**config.mk**
```make
export PLATFORM = sky130hd
export DESIGN_NAME = avbpt_port
export DESIGN_NICKNAME = d
export VERILOG_FILES = /design/src/common/avbpt_pkg.sv /design/src/verilog/avbpt_port.sv
export SDC_FILE = /design/constraint.sdc
export NUM_CORES = 1
export LEC_CHECK = 0
export BUFFER_PORTS_ARGS = -buffer_cell sky130_fd_sc_hd__buf_4
export CELL_PAD_IN_SITES_DETAIL_PLACEMENT = 1
export CELL_PAD_IN_SITES_GLOBAL_PLACEMENT = 2
export CORE_ASPECT_RATIO = 1.4
export CORE_MARGIN = 2
export CORE_UTILIZATION = 35
export DETAILED_ROUTE_END_ITERATION = 8
export PLACE_DENSITY = 0.81
export SKIP_CTS_REPAIR_TIMING = 1
export SYNTH_ARGS = -nofsm -noshare
export SYNTH_HDL_FRONTEND = slang
export SYNTH_SLANG_ARGS = --single-unit
```
**constraint.sdc**
```tcl
create_clock -name mclk_i -period 4.2 [get_ports mclk_i]
set_input_delay 0.21 -clock mclk_i [delete_from_list [all_inputs] [get_ports mclk_i]]
set_output_delay 0.21 -clock mclk_i [all_outputs]
set_load 0.1 [all_outputs]
```
**src/common/avbpt_pkg.sv**
```systemverilog
// Package: constants for the time-of-day and precise-time stream port
package avbpt_pkg;
  localparam int unsigned CLK_HZ = 10_000_000;
  localparam int unsigned CLK_PERIOD_NS = 1_000_000_000 / CLK_HZ;
  localparam int unsigned NS_PER_SEC = 1_000_000_000;
  localparam int unsigned TICK_MS = 10;
  localparam int unsigned TICK_NS = TICK_MS * 1_000_000;
  localparam int unsigned CYCLE_US = 125;
  localparam int unsigned CYCLE_NS = CYCLE_US * 1_000;
  localparam int unsigned HALF_CYCLE_NS = CYCLE_NS / 2;
  localparam int unsigned TICK_CYCLES = TICK_NS / CLK_PERIOD_NS;
  localparam int unsigned ISO_HALF_CYCLES = HALF_CYCLE_NS / CLK_PERIOD_NS;
  localparam int unsigned LINK_DIV = 2;
  localparam int unsigned NS_W = 32;
  localparam int unsigned SEC_W = 48;
  localparam int unsigned BYTE_W = 8;
  localparam logic [NS_W-1:0] NS_STEP = NS_W'(CLK_PERIOD_NS);
  localparam logic [NS_W-1:0] NS_WRAP = NS_W'(NS_PER_SEC);
  localparam logic [SEC_W-1:0] SEC_ONE = 48'h0000_0000_0001;
  localparam logic RX_USER_GOOD = 1'b0;
  localparam logic RX_USER_BAD = 1'b1;
  typedef enum logic [1:0] {AVBPT_IDLE, AVBPT_PENDING, AVBPT_SENT} avbpt_ptp_e;
endpackage : avbpt_pkg

```
**src/verilog/avbpt_port.sv**
```systemverilog
// Module: real-time clock, isochronous clock, precise-time events and byte streams
// Operation
// Pulse the timer interrupt once per 10 ms measured by the real-time clock.
// Raise transmit timestamp interrupt after a precise-time packet leaves transmit buffers.
// Raise receive timestamp interrupt after a precise-time packet leaves receive buffers.
// Output the clock's nanoseconds as a synchronized 32-bit field.
// Output the clock's whole seconds as a synchronized 48-bit field.
// Drive an 8 kHz clock locked to the real-time clock, 125 us period.
// Receive user bit: low means frame good, high means bad.
// Transmit stream is a byte with valid, ready, last, user on driven clock.
// Receive host takes a byte every valid cycle; no backpressure possible.
`timescale 1ns/1ps
module avbpt_port
  import avbpt_pkg::*;
(
  // Clock and reset
  input wire logic mclk_i,
  input wire logic srst_i,
  // Stream clocks and resets
  output logic tx_clk_o,
  output logic rx_clk_o,
  input wire logic tx_rst_n_i,
  input wire logic rx_rst_n_i,
  // Transmit stream from host
  input wire logic tx_valid_i,
  output logic tx_ready_o,
  input wire logic tx_last_i,
  input wire logic [BYTE_W-1:0] tx_data_i,
  input wire logic tx_user_i,
  // Frames from the receive path
  input wire logic rxin_valid_i,
  input wire logic rxin_last_i,
  input wire logic [BYTE_W-1:0] rxin_data_i,
  input wire logic rxin_bad_i,
  input wire logic rxin_ptp_i,
  // Receive stream to host
  output logic rx_valid_o,
  output logic rx_last_o,
  output logic [BYTE_W-1:0] rx_data_o,
  output logic rx_user_o,
  // Transmit path: byte handed to the line, precise-time marker
  output logic txout_valid_o,
  output logic [BYTE_W-1:0] txout_data_o,
  output logic txout_last_o,
  input wire logic txout_ptp_sent_i,
  // Time of day and events
  output logic [NS_W-1:0] rtc_ns_o,
  output logic [SEC_W-1:0] rtc_sec_o,
  output logic isochronous_cycle_clock_o,
  output logic ptp_timer_irq_o,
  output logic ptp_tx_irq_o,
  output logic ptp_rx_irq_o
);
  logic [NS_W-1:0] ns_reg;
  logic [SEC_W-1:0] sec_reg;
  logic [$clog2(TICK_CYCLES)-1:0] tick_cnt_reg;
  logic [$clog2(ISO_HALF_CYCLES)-1:0] iso_cnt_reg;
  logic [$clog2(LINK_DIV)-1:0] div_reg;
  logic link_en;
  logic tx_rst_s1_reg, tx_rst_s2_reg, rx_rst_s1_reg, rx_rst_s2_reg;
  logic ptp_s1_reg, ptp_s2_reg, ptp_s3_reg;
  avbpt_ptp_e rx_ptp_reg;

  // Time of day advances one clock period per cycle
  always_ff @(posedge mclk_i) begin
    if (srst_i) begin
      ns_reg <= '0;
      sec_reg <= '0;
    end else if (ns_reg + NS_STEP >= NS_WRAP) begin
      ns_reg <= ns_reg + NS_STEP - NS_WRAP;
      sec_reg <= sec_reg + SEC_ONE;
    end else begin
      ns_reg <= ns_reg + NS_STEP;
    end
  end

  // Registered copies keep both fields coherent for the outside logic
  always_ff @(posedge mclk_i) begin
    if (srst_i) begin
      rtc_ns_o <= '0;
      rtc_sec_o <= '0;
    end else begin
      rtc_ns_o <= ns_reg;
      rtc_sec_o <= sec_reg;
    end
  end

  // Periodic tick
  always_ff @(posedge mclk_i) begin
    if (srst_i) begin
      tick_cnt_reg <= '0;
      ptp_timer_irq_o <= 1'b0;
    end else if (tick_cnt_reg == ($clog2(TICK_CYCLES))'(TICK_CYCLES - 1)) begin
      tick_cnt_reg <= '0;
      ptp_timer_irq_o <= 1'b1;
    end else begin
      tick_cnt_reg <= tick_cnt_reg + 1'b1;
      ptp_timer_irq_o <= 1'b0;
    end
  end

  // Isochronous clock toggles every half cycle of the same time base
  always_ff @(posedge mclk_i) begin
    if (srst_i) begin
      iso_cnt_reg <= '0;
      isochronous_cycle_clock_o <= 1'b0;
    end else if (iso_cnt_reg == ($clog2(ISO_HALF_CYCLES))'(ISO_HALF_CYCLES - 1)) begin
      iso_cnt_reg <= '0;
      isochronous_cycle_clock_o <= ~isochronous_cycle_clock_o;
    end else begin
      iso_cnt_reg <= iso_cnt_reg + 1'b1;
    end
  end

  // Stream clocks: divided from mclk; transmit data moves on the enable before the rising edge, receive data moves every mclk cycle
  always_ff @(posedge mclk_i) begin
    if (srst_i) begin
      div_reg <= '0;
      tx_clk_o <= 1'b0;
      rx_clk_o <= 1'b0;
    end else begin
      div_reg <= div_reg + 1'b1;
      tx_clk_o <= div_reg[0];
      rx_clk_o <= div_reg[0];
    end
  end
  assign link_en = (div_reg == '0);

  // Stream resets arrive from outside and are synchronised
  always_ff @(posedge mclk_i) begin
    if (srst_i) begin
      tx_rst_s1_reg <= 1'b0;
      tx_rst_s2_reg <= 1'b0;
      rx_rst_s1_reg <= 1'b0;
      rx_rst_s2_reg <= 1'b0;
    end else begin
      tx_rst_s1_reg <= tx_rst_n_i;
      tx_rst_s2_reg <= tx_rst_s1_reg;
      rx_rst_s1_reg <= rx_rst_n_i;
      rx_rst_s2_reg <= rx_rst_s1_reg;
    end
  end

  // Transmit stream: host bytes taken on the link enable while ready
  always_ff @(posedge mclk_i) begin
    if (srst_i || !tx_rst_s2_reg) begin
      tx_ready_o <= 1'b0;
      txout_valid_o <= 1'b0;
      txout_data_o <= '0;
      txout_last_o <= 1'b0;
    end else if (link_en) begin
      tx_ready_o <= 1'b1;
      txout_valid_o <= tx_valid_i && tx_ready_o;
      txout_data_o <= tx_data_i;
      txout_last_o <= tx_last_i && tx_valid_i && tx_ready_o;
    end else begin
      txout_valid_o <= 1'b0;
    end
  end

  // Receive stream: no ready, host must take each valid byte
  always_ff @(posedge mclk_i) begin
    if (srst_i || !rx_rst_s2_reg) begin
      rx_valid_o <= 1'b0;
      rx_last_o <= 1'b0;
      rx_data_o <= '0;
      rx_user_o <= RX_USER_GOOD;
    end else begin
      rx_valid_o <= rxin_valid_i;
      rx_last_o <= rxin_valid_i && rxin_last_i;
      rx_data_o <= rxin_data_i;
      rx_user_o <= (rxin_valid_i && rxin_last_i && rxin_bad_i) ? RX_USER_BAD : RX_USER_GOOD;
    end
  end

  // Transmit marker comes from the line side domain; edge found after sync
  always_ff @(posedge mclk_i) begin
    if (srst_i) begin
      ptp_s1_reg <= 1'b0;
      ptp_s2_reg <= 1'b0;
      ptp_s3_reg <= 1'b0;
      ptp_tx_irq_o <= 1'b0;
    end else begin
      ptp_s1_reg <= txout_ptp_sent_i;
      ptp_s2_reg <= ptp_s1_reg;
      ptp_s3_reg <= ptp_s2_reg;
      ptp_tx_irq_o <= ptp_s2_reg && !ptp_s3_reg;
    end
  end

  // Receive event fires once the last byte of a precise-time frame has gone out
  always_ff @(posedge mclk_i) begin
    if (srst_i) begin
      rx_ptp_reg <= AVBPT_IDLE;
      ptp_rx_irq_o <= 1'b0;
    end else begin
      ptp_rx_irq_o <= 1'b0;
      case (rx_ptp_reg)
        AVBPT_IDLE: begin
          if (rxin_valid_i && rxin_last_i && rxin_ptp_i) begin
            rx_ptp_reg <= AVBPT_PENDING;
          end
        end
        AVBPT_PENDING: begin
          rx_ptp_reg <= AVBPT_SENT;
          ptp_rx_irq_o <= 1'b1;
        end
        AVBPT_SENT: begin
          rx_ptp_reg <= AVBPT_IDLE;
        end
        default: begin
          rx_ptp_reg <= AVBPT_IDLE;
        end
      endcase
    end
  end
endmodule : avbpt_port

```
==> flow_summary.toml, run 1 <==
[yosys]
yosys_warnings = 0
ys_async_sr_fraction_pct = 0
synthSimpleGateAreaFrac_pct = 29.1
ys.flop_type = "dfxtp_1"
synth_compound_area_share_pct = 8.54
synth_cells = 1005
synth_top_family_by_area = "simple AND/OR/NAND/NOR gates"
synthAdderAreaFrac_pct = 0.810
synthMuxAreaShare_pct = 5.21
syn_avg_cell_area_um2 = 9.22
yosysSeqAreaShare_pct = 47.5
synth_edf_count = 0
ys_seq_elements = 220
synthXorXnorAreaFrac_pct = 4.81
synth_cell_types = 76
synthesis.area_um2 = 9270

[sta]
tns_ns = 0
maxSlewViolCount = 0
relSlewSlack_pct = 40.7
grt_setup_unrepaired = "no"
setup_viol = 0
fin_crit_ns = 3.78
clock.fmax_mhz = 265
period_share_pct = 89.9
finalHoldViolations = 0
finalClockSkew_ns = 0.0167
tightest_slew_ns = 0.889

[grt]
antenna_found_initial = 0
overflow = 0
groute.usage.overall_pct = 16.4
grt_pass1_vias = 7528
grt_pass1_wl_mm = 37.9
grt_max_degree = 122

[clock_network]
h-tree-depth = 1
cts_max_path_buffers = 3
cts_buffers = 24
cts_tree = "yes"
clkSlewWorstSetupHoldPaths_ns = 0.06
clock-root-buffer = "clkbuf_16"
clk_latency_ns = 0.52
cts.sinks = 220

[critical_path]
reg2reg_slack_ns = 0.42
critPathCaptureType = "flip-flop"
cp-start-kind = "flip-flop"
r2r_end = "sec_reg[6]"
r2r-start = "ns_reg[2]"
cp.required_ns = 4.60
cp.arrival_ns = 4.18
worstPathMaxFanout = 46
r2r_cells = 11
worstSetupPathType = "reg2reg"

[worst_hold_path]
min_path_cells = 2
hold_path.class = "in2reg"
hp-start = "srst_i"
hold_end = "tick_cnt_reg[2]"

[finish]
antenna_cells = 0
syn2layout_area_growth_pct = 24.4
final_cell_mix = "dfxtp_1, buf_4, nor2_1"
mostFrequentLayoutCell = "dfxtp_1"
num-nets-final = 1169
drive_above_1_share_pct = 20.2
fin_util_pct = 44.2

[power]
leakagePower_uw = 0.00448
power.density_nw_per_um2 = 397
ir_drop_uv = 278

[floorplan]
initial_core_util_pct = 35.5
io_pins = 136
die-area_um2 = 27800
die_y_um = 197
die_w_um = 142
core-area_um2 = 26100
rows = 70

[route]
wl_per_cell_um = 15.8
vias_per_cell = 5.11
drc_errors = 0
routed_wl_mm = 23.3
dr.pass1.iters = 4
antenna_left = 0
drt_iter0_drc = 234
num_vias = 7542

[placement]
dp_hpwl_mm = 15.6
gp_congestion = 0.760
io_buffers = 132

[status]
status = "finished clean"

[job]
drv_cap = 0
cell families (layout without fill, tap and decap cells):
logic type	Yosys count	count (layout)
compound gates	110	110
mux	44	44
other cells	1	2
flops	220	220
fa+ha+maj	6	6
xor+xnor	50	50
buf+inv	80	225
simple gates	494	494
area by class of cell:
cell class	instances	area, µm²
repair buffers	165	1330
fillers	3002	14600
inverters	18	67.6
flip-flops and latches	220	4400
multi-input cells	706	4500
well taps	324	405
clock buffers	32	682
clock inverters	10	136
where the power goes:
group	internal (µW)	leakage, µW	switching (µW)
registers	2110	0.00178	30.1
logic	83.8	0.00230	162
clock network	1320	0.000399	859
worst max path at each step:
stage / startpoint / end
6_report: ns_reg[2] / sec_reg[6]
5_1_grt: ns_reg[2] / sec_reg[6]
4_1_cts: ns_reg[2] / sec_reg[6]
3_5_place_dp: ns_reg[2] / sec_reg[6]
3_3_place_gp: ns_reg[2] / sec_reg[6]
2_1_floorplan: ns_reg[2] / sec_reg[42]
through the flow:
step	hold slack [ns]	setup WS, ns	total power [µW]	area (µm²)	cells
floorplan	0.332	1.12	2360	9270	1006
global placement	0.374	0.514	2410	10500	1408
detailed placement	0.376	0.503	2420	10500	1408
CTS	-0.130	0.460	4640	11300	1450
global route	0.294	0.152	4750	11500	1475
finish	0.232	0.422	4570	11500	1475
critical path, cell delays in order (launching register included):
cell and delay [ns]:
dfxtp_1 0.44, ha_1 0.29, a211oi_2 0.15, nor4_4 0.62
a32oi_1 0.21, o21ai_2 0.31, nand3_1 0.21, o211ai_4 0.33
a21oi_4 0.11, buf_12 0.18, nor4b_1 0.40, mux2_2 0.38
cells in the mapped netlist, drive strengths merged, types with 3 or more instances:
library cell	number	area share (%)
nand4	23	1.8
o21a	6	0.49
dfxtp	220	48
inv	18	0.73
xnor2	30	2.9
nor3b	5	0.41
or3	12	0.86
nor4	24	1.9
mux2	34	4.1
o31ai	4	0.32
nor2	107	4.3
buf	28	1.8
a21oi	28	1.6
xor2	20	1.9
mux2i	10	1.1
or2	6	0.41
and4	10	0.94
nor2b	85	5.7
a21boi	3	0.28
nand3	54	3.1
nand2	51	2.1
nand2b	9	0.61
or4	15	1.2
ha	6	0.81
and2	23	1.6
a21o	4	0.32
and3	15	1.0
a211oi	5	0.59
a211o	4	0.38
o21ai	31	1.7
clkbuf	34	1.4
nor3	48	2.6
metal layers:
metal	vias up	track usage [%]	share of wire [%]
li1	3750	-	-
met1	3651	19.3	42
met2	106	30.4	53
met3	35	2.67	3.5
met4	0	4.56	2.0
met5	-	0	0
Power figures use the tool's default switching activity.
==> inputs of run 2 (changes only) <==
--- a/config.mk
+++ b/config.mk
@@ -10,9 +10,11 @@
 export CELL_PAD_IN_SITES_GLOBAL_PLACEMENT = 2
 export CORE_ASPECT_RATIO = 1.4
 export CORE_MARGIN = 2
-export CORE_UTILIZATION = 35
+export CORE_UTILIZATION = 36
+export CTS_BUF_LIST = sky130_fd_sc_hd__clkbuf_8
 export DETAILED_ROUTE_END_ITERATION = 8
-export PLACE_DENSITY = 0.81
+export HOLD_SLACK_MARGIN = 0.05
+export PLACE_DENSITY = 0.83
 export SKIP_CTS_REPAIR_TIMING = 1
 export SYNTH_ARGS = -nofsm -noshare
 export SYNTH_HDL_FRONTEND = slang
==> run 2 against run 1 <==
Against the previous run:
- die area down 2.7%
- routed wire length up 1.5%
- power down 9.1%
- largest power group is now registers
- clock skew up 0.0020 ns
- clock-buffer cell count up 11
- via count up 1.0%
==> flow_summary.toml, run 2 (synthesized netlist as in run 1, its figures left out) <==
[critical_path]
r2r-start = "ns_reg[2]"
path_delay_family = "compound AO/OA/AOI/OAI gates"
cpPeakStageDelay_ns = 0.52
cp.required_ns = 4.61
crit_end = "sec_reg[6]"
cpMaxStageDelayCell = "or4_1"
critPathCaptureType = "flip-flop"
worstPathMaxFanout = 39
critPathBufInv = 1
cp.arrival_ns = 4.26
cp-start-kind = "flip-flop"
crit_cells = 11
r2r_end = "sec_reg[6]"
worstSetupPathType = "reg2reg"
reg2reg_slack_ns = 0.36
crit_chain = "ha_1 > a211o_1 > or4_1 > o21ai_1 > o21bai_4 > a211oi_4 > o211ai_4 > a21oi_4 > buf_12 > nor4b_1 > mux2_2"
r2r_cells = 11
startpoint = "ns_reg[2]"

[clock_network]
clock-root-buffer = "clkbuf_8"
cts_buffers = 36
cts_max_path_buffers = 3
h-tree-depth = 2
cts_tree = "yes"
clkSlewWorstSetupHoldPaths_ns = 0.06
cts.sinks = 220
clk_latency_ns = 0.52

[route]
drt_iter0_drc = 194
routed_wl_mm = 23.6
num_vias = 7618
antenna_left = 0
dr.pass1.iters = 4
drc_errors = 0
wl_per_cell_um = 15.8
vias_per_cell = 5.10

[grt]
grt_max_degree = 146
overflow = 0
antenna_found_initial = 0
grt_pass1_wl_mm = 38.6
groute.usage.overall_pct = 17.0
grt_pass1_vias = 7734

[placement]
io_buffers = 132
dp_hpwl_mm = 15.8
gp_congestion = 0.796
place_inst = 1407
post-place-ws_ns = 0.316

[sta]
grt_setup_unrepaired = "no"
finalHoldViolations = 0
tightest_slew_ns = 1.09
fin_crit_ns = 3.84
period_share_pct = 91.5
finalClockSkew_ns = 0.0186
maxSlewViolCount = 0
relSlewSlack_pct = 27.3
clock.fmax_mhz = 260
setup_viol = 0
tns_ns = 0
setup_ws_ns = 0.357

[power]
power.density_nw_per_um2 = 364
ir_drop_uv = 294
leakagePower_uw = 0.00450

[finish]
drive_above_1_share_pct = 21.5
final_cell_mix = "dfxtp_1, buf_4, nor2_1"
mostFrequentLayoutCell = "dfxtp_1"
stdcell_count = 1495
num-nets-final = 1187
nFillCells = 2928
antenna_cells = 0
syn2layout_area_growth_pct = 23.3

[floorplan]
io_pins = 136
initial_core_util_pct = 36.5
core-area_um2 = 25400
rows = 69
die_w_um = 140
die-area_um2 = 27100
die_y_um = 194

[job]
drv_cap = 0

[status]
status = "finished clean"

[worst_hold_path]
hold_path.class = "in2reg"
[run 2: where the power goes]
part | internal [µW] | switching, µW
clock network | 931 | 835
logic | 84.6 | 163
registers | 2110 | 29.7
[run 2: final cells by class]
class | count | area [µm²] | share of cell area (%)
Clock buffer | 43 | 592 | 5.18
Clock inverter | 18 | 85.1 | 0.745
Inverter | 18 | 67.6 | 0.591
Multi-Input combinational cell | 707 | 4510 | 39.5
Sequential cell | 220 | 4400 | 38.5
Tap cell | 319 | 399 | 3.49
Timing Repair Buffer | 170 | 1370 | 12.0
[run 2: worst min-delay path by stage]
| stage | cells after the start | startpoint | slack (ns) | to |
|---|---|---|---|---|
| floorplan | 1 | rxin_data_i[0] | 0.33 | rx_data_o[0] |
| global placement | 1 | ptp_s3_reg | 0.38 | ptp_tx_irq_o |
| detailed placement | 1 | ptp_s3_reg | 0.38 | ptp_tx_irq_o |
| CTS | 2 | rxin_data_i[5] | -0.13 | rx_data_o[5] |
| global route | 2 | srst_i | 0.28 | ptp_timer_irq_o |
| finish | 2 | srst_i | 0.24 | ptp_timer_irq_o |
[run 2: metrics by stage]
stage / hold WS [ns] / power, µW / utilization [%] / cell area [µm²]
after CTS: -0.132 / 4230 / 44.0 / 11200
final: 0.239 / 4160 / 45.0 / 11400
after floorplan: 0.332 / 2360 / - / 9270
after global routing: 0.282 / 4370 / 45.0 / 11400
after global placement: 0.376 / 2420 / 41.3 / 10500
after detailed placement: 0.379 / 2420 / 41.3 / 10500
[run 2: routing by layer]
metal / share of wire (%) / GRT usage [%] / vias up
met4: 3.0 / 6.48 / 0
met3: 3.5 / 3.09 / 41
met5: 0 / 0 / -
li1: - / - / 3795
met1: 41 / 19.4 / 3666
met2: 52 / 31.3 / 116
